==> src/hdl/dbmis_params.svh <==
// Constants of the dual bus instruction sequencer: codes, field values, status bits, timing.
// Assumes a 100 MHz core clock and sixteen-bit bus and memory words.
`ifndef DBMIS_PARAMS_SVH
`define DBMIS_PARAMS_SVH
`define DBMIS_CLK_MHZ 100
`define DBMIS_RESP_TO_NS 14000
`define DBMIS_RESP_TO_CYC ((`DBMIS_RESP_TO_NS * `DBMIS_CLK_MHZ) / 1000)
`define DBMIS_OP_HALT 2'h0
`define DBMIS_OP_LINK 2'h1
`define DBMIS_OP_NOP 2'h2
`define DBMIS_OP_BUSOP 2'h3
`define DBMIS_ISW_HALT 0
`define DBMIS_ISW_PCI 1
`define DBMIS_ISW_IVI 2
`define DBMIS_ISW_NORESP 3
`define DBMIS_ISW_BADSTAT 4
`define DBMIS_ISW_FORMAT 5
`define DBMIS_ISW_SPECIAL 6
`define DBMIS_ISW_RESET 16'h0000
`define DBMIS_PTR_RESET 16'h0000
`define DBMIS_SA_MODE_LO 5'h00
`define DBMIS_SA_MODE_HI 5'h1F
`define DBMIS_WC_FULL 6'h20
`endif

==> src/hdl/dbmis_pkg.sv <==
// Types of the dual bus instruction sequencer: states, instruction words, bus words.
// Assumes the constants header is included by every user of these types.
package dbmis_pkg;
    typedef enum {
        S_IDLE, S_FETCH1, S_WAIT1, S_FETCH2, S_WAIT2, S_DECODE, S_RCMD, S_TCMD,
        S_TXD, S_TSTAT, S_RXD, S_RSTAT, S_DONE, S_FAIL, S_R_RXD, S_R_STAT, S_R_TXD
    } dbmis_state_e;
    typedef struct packed {
        logic [1:0] op;
        logic [1:0] retry;
        logic spare;
        logic irq;
        logic [4:0] raddr;
        logic [4:0] rsa;
    } dbmis_iw1_s;
    typedef struct packed {
        logic [4:0] wc;
        logic bus;
        logic [4:0] taddr;
        logic [4:0] tsa;
    } dbmis_iw2_s;
    typedef struct packed {
        logic [4:0] addr;
        logic tr;
        logic [4:0] sa;
        logic [4:0] wc;
    } dbmis_cmd_s;
    typedef struct packed {
        logic cmd_sync;
        logic [15:0] data;
    } dbmis_word_s;
endpackage : dbmis_pkg

==> src/hdl/dbmis_seq.sv <==
// Bus control interface unit core: remote-mode responder and master-mode list sequencer.
// Assumes word-level transceivers, a DMA read port and processor streams on core_clk.
// How it works
// RQ1 - One processor is joined to two serial buses with a port set per bus.
// RQ2 - Processor picks the mode and starts it; the unit runs only in that mode.
// RQ3 - Remote mode moves data words both ways between processor and addressed bus.
// RQ4 - Remote mode answers an accepted command with status on the same bus.
// RQ5 - Remote mode flags special commands and interrupts the processor.
// RQ6 - Master mode fetches its instructions from processor memory by DMA.
// RQ7 - Master mode sends commands to other terminals on the buses.
// RQ8 - Master mode sends or takes data itself when named in the instruction.
// RQ9 - Master mode checks every status reply it receives.
// RQ10 - Master mode checks word sync and sequence of each bus operation.
// RQ11 - Master mode reports detected errors in the status word.
// RQ12 - Software keeps only one unit on the bus system in master mode.
// RQ13 - Instructions are read as sixteen-bit word pairs and run in order.
// RQ14 - A two-bit operation field chooses the action.
// RQ15 - Halt code stops list processing.
// RQ16 - Halt sets the halt flag and raises the level one interrupt.
// RQ17 - Link code takes word two as the next pair's address.
// RQ18 - Link ignores every field but the completion interrupt flag.
// RQ19 - Flagged successful instructions set the programmed interrupt flag.
// RQ20 - Bus operation code runs a receive or transmit on the chosen bus.
// RQ21 - After halt no fetch happens until the processor starts again.
`timescale 1ns/1ns
`default_nettype none
`include "dbmis_params.svh"
module dbmis_seq (
    input wire logic core_clk,
    input wire logic rst,
    input wire logic master_sel,
    input wire logic go_start,
    input wire logic go_stop,
    input wire logic [15:0] list_addr,
    input wire logic [4:0] own_addr,
    output logic dma_req_valid,
    input wire logic dma_req_ready,
    output logic [15:0] dma_req_addr,
    input wire logic dma_rsp_valid,
    input wire logic [15:0] dma_rsp_data,
    output logic [1:0] bus_tx_valid,
    input wire logic [1:0] bus_tx_ready,
    output dbmis_pkg::dbmis_word_s [1:0] bus_tx_word,
    input wire logic [1:0] bus_rx_valid,
    output logic [1:0] bus_rx_ready,
    input wire dbmis_pkg::dbmis_word_s [1:0] bus_rx_word,
    output logic proc_rx_valid,
    input wire logic proc_rx_ready,
    output logic [15:0] proc_rx_data,
    input wire logic proc_tx_valid,
    output logic proc_tx_ready,
    input wire logic [15:0] proc_tx_data,
    input wire logic [15:0] isw_clr,
    output logic [15:0] internal_status_word,
    output logic irq_lvl1,
    output logic running
);
    dbmis_pkg::dbmis_state_e state_q, state_d;
    dbmis_pkg::dbmis_iw1_s iw1_q;
    dbmis_pkg::dbmis_iw2_s iw2_q;
    dbmis_pkg::dbmis_cmd_s rcmd_q, rx_cmd;
    dbmis_pkg::dbmis_word_s tx_q, push_w, rx_w;
    logic running_q, cur_bus_q, tx_valid_q, rx_sel, rx_v, rx_take, push, word_done;
    logic load_cnt, buf_push, buf_pop, buf_in_ready, timeout, last, own_rx, own_tx;
    logic mode_cmd, halt_evt, buf_wr_q, buf_rd_q;
    logic [15:0] ptr_q, isw_q, isw_set, fail_q, fail_d;
    logic [5:0] cnt_q, cnt_src;
    logic [1:0] retry_q, buf_cnt_q;
    logic [10:0] tmo_q;
    logic [15:0] buf_q [2];

    // An idle remote unit listens on both buses, first bus winning a tie.
    assign rx_sel = (state_q == dbmis_pkg::S_IDLE) ? !bus_rx_valid[0] : cur_bus_q;
    assign rx_v = bus_rx_valid[rx_sel];
    assign rx_w = bus_rx_word[rx_sel];
    assign rx_cmd = rx_w.data;
    assign own_rx = iw1_q.raddr == own_addr;
    assign own_tx = iw2_q.taddr == own_addr;
    assign mode_cmd = iw1_q.rsa == `DBMIS_SA_MODE_LO && iw2_q.tsa == `DBMIS_SA_MODE_LO;
    assign last = cnt_q == 6'h01;
    assign timeout = tmo_q == 11'(`DBMIS_RESP_TO_CYC - 1);
    assign buf_in_ready = buf_cnt_q != 2'h2;
    assign halt_evt = state_q == dbmis_pkg::S_DECODE && iw1_q.op == `DBMIS_OP_HALT;
    assign dma_req_addr = ptr_q;
    assign running = running_q;
    assign internal_status_word = isw_q;
    assign irq_lvl1 = |isw_q; // RQ16 RQ19

    genvar gi;
    generate
        for (gi = 0; gi < 2; gi++) begin : g_bus
            assign bus_tx_valid[gi] = tx_valid_q && cur_bus_q == gi; // RQ1
            assign bus_tx_word[gi] = tx_q;
            assign bus_rx_ready[gi] = (rx_sel == gi) ? rx_take : (state_q != dbmis_pkg::S_IDLE);
        end
    endgenerate

    always_comb begin
        state_d = state_q;
        rx_take = 1'b0;
        push = 1'b0;
        push_w = '0;
        word_done = 1'b0;
        load_cnt = 1'b0;
        cnt_src = iw2_q.wc == 5'h00 ? `DBMIS_WC_FULL : {1'b0, iw2_q.wc};
        buf_push = 1'b0;
        isw_set = '0;
        fail_d = '0;
        dma_req_valid = 1'b0;
        proc_tx_ready = 1'b0;
        case (state_q)
            dbmis_pkg::S_IDLE: begin
                if (running_q && master_sel) begin
                    state_d = dbmis_pkg::S_FETCH1;
                end else if (running_q && rx_v) begin
                    rx_take = 1'b1;
                    cnt_src = rx_cmd.wc == 5'h00 ? `DBMIS_WC_FULL : {1'b0, rx_cmd.wc};
                    if (rx_w.cmd_sync && rx_cmd.addr == own_addr) begin
                        load_cnt = 1'b1;
                        if (rx_cmd.sa == `DBMIS_SA_MODE_LO || rx_cmd.sa == `DBMIS_SA_MODE_HI) begin
                            isw_set[`DBMIS_ISW_SPECIAL] = 1'b1; // RQ5
                            state_d = dbmis_pkg::S_R_STAT;
                        end else if (!rx_cmd.tr) begin
                            state_d = dbmis_pkg::S_R_RXD; // RQ3
                        end else begin
                            state_d = dbmis_pkg::S_R_STAT;
                        end
                    end
                end
            end
            dbmis_pkg::S_FETCH1, dbmis_pkg::S_FETCH2: begin
                dma_req_valid = running_q; // RQ6 RQ13
                if (dma_req_ready && running_q) begin
                    state_d = state_q == dbmis_pkg::S_FETCH1 ? dbmis_pkg::S_WAIT1 : dbmis_pkg::S_WAIT2;
                end
            end
            dbmis_pkg::S_WAIT1: begin
                if (dma_rsp_valid) begin
                    state_d = dbmis_pkg::S_FETCH2;
                end
            end
            dbmis_pkg::S_WAIT2: begin
                if (dma_rsp_valid) begin
                    state_d = dbmis_pkg::S_DECODE;
                end
            end
            dbmis_pkg::S_DECODE: begin
                case (iw1_q.op) // RQ14
                    `DBMIS_OP_HALT: begin
                        isw_set[`DBMIS_ISW_HALT] = 1'b1; // RQ15 RQ16
                        state_d = dbmis_pkg::S_IDLE;
                    end
                    `DBMIS_OP_BUSOP: begin
                        if (iw1_q.raddr == iw2_q.taddr) begin
                            isw_set[`DBMIS_ISW_IVI] = 1'b1; // RQ11
                            state_d = dbmis_pkg::S_FETCH1;
                        end else begin
                            load_cnt = 1'b1;
                            state_d = dbmis_pkg::S_RCMD; // RQ20
                        end
                    end
                    default: state_d = dbmis_pkg::S_DONE; // RQ18
                endcase
            end
            dbmis_pkg::S_RCMD: begin
                if (own_rx) begin
                    state_d = dbmis_pkg::S_TCMD;
                end else if (!tx_valid_q) begin
                    push = 1'b1; // RQ7
                    push_w = {1'b1, iw1_q.raddr, 1'b0, iw1_q.rsa, iw2_q.wc};
                    state_d = dbmis_pkg::S_TCMD;
                end
            end
            dbmis_pkg::S_TCMD: begin
                if (own_tx) begin
                    state_d = dbmis_pkg::S_TXD; // RQ8
                end else if (!tx_valid_q) begin
                    push = 1'b1; // RQ7
                    push_w = {1'b1, iw2_q.taddr, 1'b1, iw2_q.tsa, iw2_q.wc};
                    state_d = dbmis_pkg::S_TSTAT;
                end
            end
            dbmis_pkg::S_TXD, dbmis_pkg::S_R_TXD: begin
                if (!tx_valid_q && proc_tx_valid) begin
                    proc_tx_ready = 1'b1; // RQ3 RQ8
                    push = 1'b1;
                    push_w = {1'b0, proc_tx_data};
                    word_done = 1'b1;
                    if (last) begin
                        state_d = state_q == dbmis_pkg::S_TXD ? dbmis_pkg::S_RSTAT : dbmis_pkg::S_IDLE;
                    end
                end
            end
            dbmis_pkg::S_TSTAT, dbmis_pkg::S_RSTAT: begin
                if (rx_v) begin
                    rx_take = 1'b1;
                    if (!rx_w.cmd_sync) begin
                        fail_d[`DBMIS_ISW_FORMAT] = 1'b1; // RQ10
                    end else if (rx_cmd.addr != (state_q == dbmis_pkg::S_TSTAT ?
                                                 iw2_q.taddr : iw1_q.raddr)) begin
                        fail_d[`DBMIS_ISW_BADSTAT] = 1'b1; // RQ9
                    end else if (state_q == dbmis_pkg::S_RSTAT || mode_cmd) begin
                        state_d = dbmis_pkg::S_DONE;
                    end else begin
                        state_d = dbmis_pkg::S_RXD;
                    end
                end else if (timeout) begin
                    fail_d[`DBMIS_ISW_NORESP] = 1'b1; // RQ9
                end
                if (fail_d != 16'h0000) begin
                    state_d = dbmis_pkg::S_FAIL;
                end
            end
            dbmis_pkg::S_RXD, dbmis_pkg::S_R_RXD: begin
                if (rx_v && rx_w.cmd_sync) begin
                    rx_take = 1'b1;
                    fail_d[`DBMIS_ISW_FORMAT] = 1'b1; // RQ10
                end else if (rx_v && (buf_in_ready || (state_q == dbmis_pkg::S_RXD && !own_rx))) begin
                    rx_take = 1'b1;
                    buf_push = state_q == dbmis_pkg::S_R_RXD || own_rx; // RQ3 RQ8
                    word_done = 1'b1;
                    if (last && state_q == dbmis_pkg::S_R_RXD) begin
                        state_d = dbmis_pkg::S_R_STAT;
                    end else if (last) begin
                        state_d = own_rx ? dbmis_pkg::S_DONE : dbmis_pkg::S_RSTAT;
                    end
                end else if (timeout && !rx_v) begin
                    fail_d[`DBMIS_ISW_NORESP] = 1'b1;
                end
                if (fail_d != 16'h0000) begin
                    if (state_q == dbmis_pkg::S_R_RXD) begin
                        isw_set = fail_d;
                        state_d = dbmis_pkg::S_IDLE;
                    end else begin
                        state_d = dbmis_pkg::S_FAIL;
                    end
                end
            end
            dbmis_pkg::S_R_STAT: begin
                if (!tx_valid_q) begin
                    push = 1'b1; // RQ4
                    push_w = {1'b1, own_addr, 11'h000};
                    state_d = (rcmd_q.tr && rcmd_q.sa != `DBMIS_SA_MODE_LO &&
                               rcmd_q.sa != `DBMIS_SA_MODE_HI) ? dbmis_pkg::S_R_TXD : dbmis_pkg::S_IDLE;
                end
            end
            dbmis_pkg::S_FAIL: begin
                if (retry_q != 2'h0) begin
                    load_cnt = 1'b1;
                    state_d = dbmis_pkg::S_RCMD;
                end else begin
                    isw_set = fail_q; // RQ11
                    state_d = dbmis_pkg::S_FETCH1;
                end
            end
            dbmis_pkg::S_DONE: begin
                isw_set[`DBMIS_ISW_PCI] = iw1_q.irq; // RQ19
                state_d = dbmis_pkg::S_FETCH1; // RQ13
            end
            default: state_d = dbmis_pkg::S_IDLE;
        endcase
        // A mode change or stop abandons the work at once rather than finish in the wrong mode.
        if (state_q != dbmis_pkg::S_IDLE && (!running_q || master_sel != (state_q < dbmis_pkg::S_R_RXD))) begin
            state_d = dbmis_pkg::S_IDLE; // RQ2
        end
    end

    always_ff @(posedge core_clk or posedge rst) begin
        if (rst) begin
            state_q <= dbmis_pkg::S_IDLE;
        end else begin
            state_q <= state_d;
        end
    end

    always_ff @(posedge core_clk or posedge rst) begin
        if (rst) begin
            running_q <= 1'b0;
        end else if (go_start) begin
            running_q <= 1'b1;
        end else if (go_stop || halt_evt) begin
            running_q <= 1'b0; // RQ21
        end
    end

    always_ff @(posedge core_clk or posedge rst) begin
        if (rst) begin
            ptr_q <= `DBMIS_PTR_RESET;
            iw1_q <= '0;
            iw2_q <= '0;
        end else if (go_start && master_sel) begin
            ptr_q <= list_addr;
        end else if (state_q == dbmis_pkg::S_WAIT1 && dma_rsp_valid) begin
            iw1_q <= dma_rsp_data; // RQ13
            ptr_q <= ptr_q + 16'h0001;
        end else if (state_q == dbmis_pkg::S_WAIT2 && dma_rsp_valid) begin
            iw2_q <= dma_rsp_data;
            ptr_q <= ptr_q + 16'h0001;
        end else if (state_q == dbmis_pkg::S_DECODE && iw1_q.op == `DBMIS_OP_LINK) begin
            ptr_q <= iw2_q; // RQ17
        end
    end

    always_ff @(posedge core_clk or posedge rst) begin
        if (rst) begin
            cnt_q <= 6'h00;
            retry_q <= 2'h0;
            fail_q <= 16'h0000;
            rcmd_q <= '0;
            cur_bus_q <= 1'b0;
        end else begin
            if (load_cnt) begin
                cnt_q <= cnt_src;
            end else if (word_done) begin
                cnt_q <= cnt_q - 6'h01;
            end
            if (state_q == dbmis_pkg::S_DECODE) begin
                retry_q <= iw1_q.retry;
                cur_bus_q <= iw2_q.bus; // RQ20
            end else if (state_q == dbmis_pkg::S_FAIL && retry_q != 2'h0) begin
                retry_q <= retry_q - 2'h1;
            end
            if (state_d == dbmis_pkg::S_FAIL && state_q != dbmis_pkg::S_FAIL) begin
                fail_q <= fail_d;
            end
            if (state_q == dbmis_pkg::S_IDLE && load_cnt) begin
                rcmd_q <= rx_cmd;
                cur_bus_q <= rx_sel; // RQ4
            end
        end
    end

    always_ff @(posedge core_clk or posedge rst) begin
        if (rst) begin
            tmo_q <= 11'h000;
        end else if (state_d != state_q || rx_take) begin
            tmo_q <= 11'h000;
        end else if (!timeout) begin
            tmo_q <= tmo_q + 11'h001;
        end
    end

    always_ff @(posedge core_clk or posedge rst) begin
        if (rst) begin
            tx_q <= '0;
            tx_valid_q <= 1'b0;
        end else if (push) begin
            tx_q <= push_w;
            tx_valid_q <= 1'b1;
        end else if (bus_tx_valid[cur_bus_q] && bus_tx_ready[cur_bus_q]) begin
            tx_valid_q <= 1'b0;
        end
    end

    // Setting wins over a clear in the same cycle so no event is lost.
    always_ff @(posedge core_clk or posedge rst) begin
        if (rst) begin
            isw_q <= `DBMIS_ISW_RESET;
        end else begin
            isw_q <= isw_set | (isw_q & ~isw_clr); // RQ11 RQ16
        end
    end

    // Two entries let a stalled processor hold back the bus without dropping a word.
    assign buf_pop = proc_rx_valid && proc_rx_ready;
    assign proc_rx_valid = buf_cnt_q != 2'h0;
    assign proc_rx_data = buf_q[buf_rd_q];
    always_ff @(posedge core_clk or posedge rst) begin
        if (rst) begin
            buf_q[0] <= 16'h0000;
            buf_q[1] <= 16'h0000;
            buf_wr_q <= 1'b0;
            buf_rd_q <= 1'b0;
            buf_cnt_q <= 2'h0;
        end else begin
            if (buf_push) begin
                buf_q[buf_wr_q] <= rx_w.data; // RQ3
                buf_wr_q <= !buf_wr_q;
            end
            if (buf_pop) begin
                buf_rd_q <= !buf_rd_q;
            end
            buf_cnt_q <= buf_cnt_q + {1'b0, buf_push} - {1'b0, buf_pop};
        end
    end
endmodule : dbmis_seq
`default_nettype wire

==> config.mk <==
export PLATFORM = sky130hd
export DESIGN_NAME = dbmis_seq
export DESIGN_NICKNAME = d
export VERILOG_FILES = /design/src/hdl/dbmis_pkg.sv /design/src/hdl/dbmis_seq.sv
export VERILOG_INCLUDE_DIRS = /design/src /design/src/hdl
export SDC_FILE = /design/constraint.sdc
export NUM_CORES = 1
export LEC_CHECK = 0
export BUFFER_PORTS_ARGS = -buffer_cell sky130_fd_sc_hd__buf_2
export CORE_UTILIZATION = 34
export DETAILED_ROUTE_END_ITERATION = 16
export HOLD_SLACK_MARGIN = 0.02
export MAX_ROUTING_LAYER = met4
export RECOVER_POWER = 50
export SYNTH_ARGS = -nofsm -noshare
export SYNTH_HDL_FRONTEND = slang
export SYNTH_SLANG_ARGS = --single-unit
export TNS_END_PERCENT = 10
==> constraint.sdc <==
create_clock -name core_clk -period 7.7 [get_ports core_clk]
set_input_delay 2.31 -clock core_clk [delete_from_list [all_inputs] [get_ports core_clk]]
set_output_delay 2.31 -clock core_clk [all_outputs]
set_load 0.02 [all_outputs]
==> flow_metrics.tcl <==
set metrics [dict create \
    clock.fmax_ghz 0.145 \
    first_global_vias 9123 \
    final-max-slew-violation-count 184 \
    timing.final.crit_period_ns 6.89 \
    ys.warnings.count 0 \
    total_leakage_power_nw 5.66 \
    crit-reg2reg-capture "buf_q[29]" \
    cp.buffers_inverters 2 \
    setup.worst_path.end_class "output pin" \
    holdCritPathClass "flip-flop to flip-flop" \
    post_synth_instance_area_um2 10800 \
    post_synth_num_cell_types 88 \
    average_via_count_per_standard_cell 5.40 \
    synth_top_flop_cell "dfrtp_1" \
    yosysMostFrequentCell "dfrtp_1" \
    avgRoutedWirePerCell_um 19.3 \
    dp_worst_setup_slack_ns 0.901 \
    cp.required_ns 5.39 \
    holdBufCountCts 0 \
    r2r_start "state_q[4]" \
    synth-edff-count 0 \
    fill_cells 3145 \
    crit_chain "buf_2 > xnor2_1 > and3_1 > nand2_1 > a41oi_1 > a211oi_1 > a211oi_1 > nand2_1 > nand2_1 > o21ai_0 > buf_2" \
    crit_arrival_ns 4.58 \
    synthesis.instances 1153 \
    dr.pass1.iters 5 \
    clock_latency_on_the_worst_skew_pair_ns 0.46 \
    vertical_die_dimension_um 180 \
    num_io_pins 207 \
    placed_area_um2 12100 \
    yosys_register_bits 179 \
    initialDrtViolationCount 826 \
    cts_root_buf "clkbuf_16" \
    crit_path_top_delay_cell "a211oi_1" \
    post-synth-top-area-cell "dfrtp_1" \
    failing_checks "max-capacitance violations, max-slew violations" \
    worst-r2r-setup-slack_ns 2.30 \
    final.setup_skew_ns 0.0165 \
    totalWireLength_um 33900 \
    register_area_share_after_synthesis 0.415 \
    final_net_count 1465 \
    chipWidth_um 180 \
    setup_ws_ns 0.815 \
    synth_largest_type_area_fraction 0.415 \
    grt_overflow_total 0 \
    cts.repair.resized 0 \
    worst_setup_path_start_kind "primary input" \
    worst_ir_drop_vdd_v 0.000135 \
    clkSinkCount 179 \
    hold_violations 0 \
    final_antenna_net_count 0 \
    postCtsSetupRepairBufs 0 \
    synth_area_leaders "dfrtp_1 (41%), mux2_2 (5.7%), nor2_1 (4.0%)" \
    cts_made_buffers 17 \
    core-area_um2 30900 \
    postSynth.asyncResetShare 1.00 \
    timing.setup.tns_ns 0 \
    run_status "complete, but fails checks" \
    grt.total_usage 0.218 \
    areaGrowthSynthToFinish_pct 16.9 \
    crit_path_max_incr_delay_ns 0.57 \
    worst-setup-path-type "primary input to output pin" \
    clock_path_buffers 2 \
    setup_viol_count_final 0 \
    maxCapViolCount 3 \
    dp.final_hpwl_um 25700 \
    critical_path.top_delay_family "compound AO/OA/AOI/OAI gates" \
    start_util 0.349 \
    worst_slew_pin_slew_ns 2.94 \
    ctsHtreeMaxLevel 4 \
    final_layout_size_suffix_gt1_frac 0.222 \
    hold-path-cell-count 2 \
    dr_total_vias 9482 \
    tritoncts_clock_tree "yes" \
    drc 0 \
    numPortBuffers 206 \
    cts.clk_slew.worst_paths_ns 0.07 \
    antenna_violations_before_repair 8 \
    powerDensity_nw_per_um2 171 \
    std_cell_rows 64 \
    finalWeightedCongestion 0.967 \
    die-area_um2 32500 \
    global_route_wire_length_before_repair_um 53300 \
    cp_common_cell "nand2_1" \
    synth_area_per_cell_um2 9.37 \
    critical_path_peak_fanout 7 \
    grt_start_max_net_pins 66 \
    slew-limit-headroom -0.962 \
    hold_path_end "buf_q[3]" \
    rsz_0062_raised_after_global_routing "no" \
    timing.final.crit_share 0.894 \
    synth_top_cells_by_count "dfrtp_1 (179), nor2_1 (114), nand2_1 (100)" \
    design_area_um2 12600 \
    worstHoldStart "buf_q[3]" \
    reg2reg_depth 9 \
]
## routing by layer
metal | GRT usage | routed length, µm
met5 | - | 0
met4 | 0.0561 | 479
met3 | 0.0515 | 2280
met2 | 0.328 | 15300
met1 | 0.294 | 15800
## flip-flops by register name, summed over array words and instances, names as in the netlist
register,count
fail_q,3
tmo_q,11
dma_req_addr,16
buf_wr_q,1
state_q,32
retry_q,2
buf_rd_q,1
bus_tx_word,17
buf_cnt_q,2
iw2_q,16
internal_status_word,16
cnt_q,6
rcmd_q,6
buf_q,32
running,1
iw1_q,15
tx_valid_q,1
cur_bus_q,1
## power by group
group,switching [W],leakage [nW],internal (W)
Sequential,0.0000446,2.38,0.000967
Clock,0.000426,0.296,0.000493
Combinational,0.000134,2.98,0.0000910
Total,0.000605,5.66,0.00155
## area by class of cell
class | count | area [µm²] | share of cell area
inverters | 34 | 129 | 0.0102
multi-input cells | 886 | 5830 | 0.462
diodes | 9 | 22.5 | 0.00178
repair buffers | 221 | 1060 | 0.0842
well taps | 396 | 495 | 0.0393
clock inverters | 15 | 180 | 0.0143
clock buffers | 17 | 425 | 0.0337
flip-flops and latches | 179 | 4480 | 0.355
## worst max-delay path by stage
stage | from | end | slack (ns) | cells past startpoint
global placement | own_addr[1] | bus_rx_ready[1] | 0.91 | 11
global route | rst | buf_q[26] | 0.32 | 3
detailed placement | own_addr[1] | bus_rx_ready[1] | 0.90 | 11
finish | own_addr[1] | bus_rx_ready[1] | 0.81 | 11
CTS | own_addr[1] | bus_rx_ready[1] | 0.87 | 11
floorplan | rst | buf_cnt_q[0] | 0.53 | 1
## cells by family (layout without fill, tap and decap cells)
| family | count (synthesis) | after routing | synth area share |
|---|---|---|---|
| AOI/OAI and AO/OA | 272 | 272 | 0.167 |
| xor gates and xnor gates | 62 | 62 | 0.0503 |
| adders and majority gates | 10 | 10 | 0.0116 |
| buffers and inverters | 114 | 287 | 0.0533 |
| DFF | 179 | 179 | 0.415 |
| muxes | 91 | 91 | 0.0911 |
| other | 1 | 36 | 0.000347 |
| and+or+nand+nor | 424 | 424 | 0.211 |
## through the flow
stage          total power (W)   util  hold WS [ns]  instances
2_1_floorplan          0.00117      -         0.443       1179
3_3_place_gp           0.00126  0.392         0.456       1716
3_5_place_dp           0.00126  0.392         0.465       1716
4_1_cts                0.00218  0.411         0.482       1748
5_1_grt                0.00225  0.408         0.493       1756
6_report               0.00216  0.408         0.477       1757
## placed cells by master, fill, tap and decap left out, types with 14 or more instances in the layout
cell type	instances
dfrtp_1	179
buf_2	152
nor2_1	114
nand2_1	101
a21oi_1	83
clkbuf_1	57
mux2_2	55
o21ai_0	53
nand3_1	37
xor2_1	34
inv_1	33
mux2i_1	33
xnor2_1	28
conb_1	27
nor3_1	25
a211oi_1	24
nor2b_1	23
a31oi_1	17
nand4_1	17
clkbuf_16	17
nor4_1	14
and3_1	14
## worst min-delay path: stages, from the launching register on
cell     delay [ns]
dfrtp_1        0.34
nand2_1        0.04
o21ai_0        0.06
No activity file was read; power rests on OpenSTA's default activity.
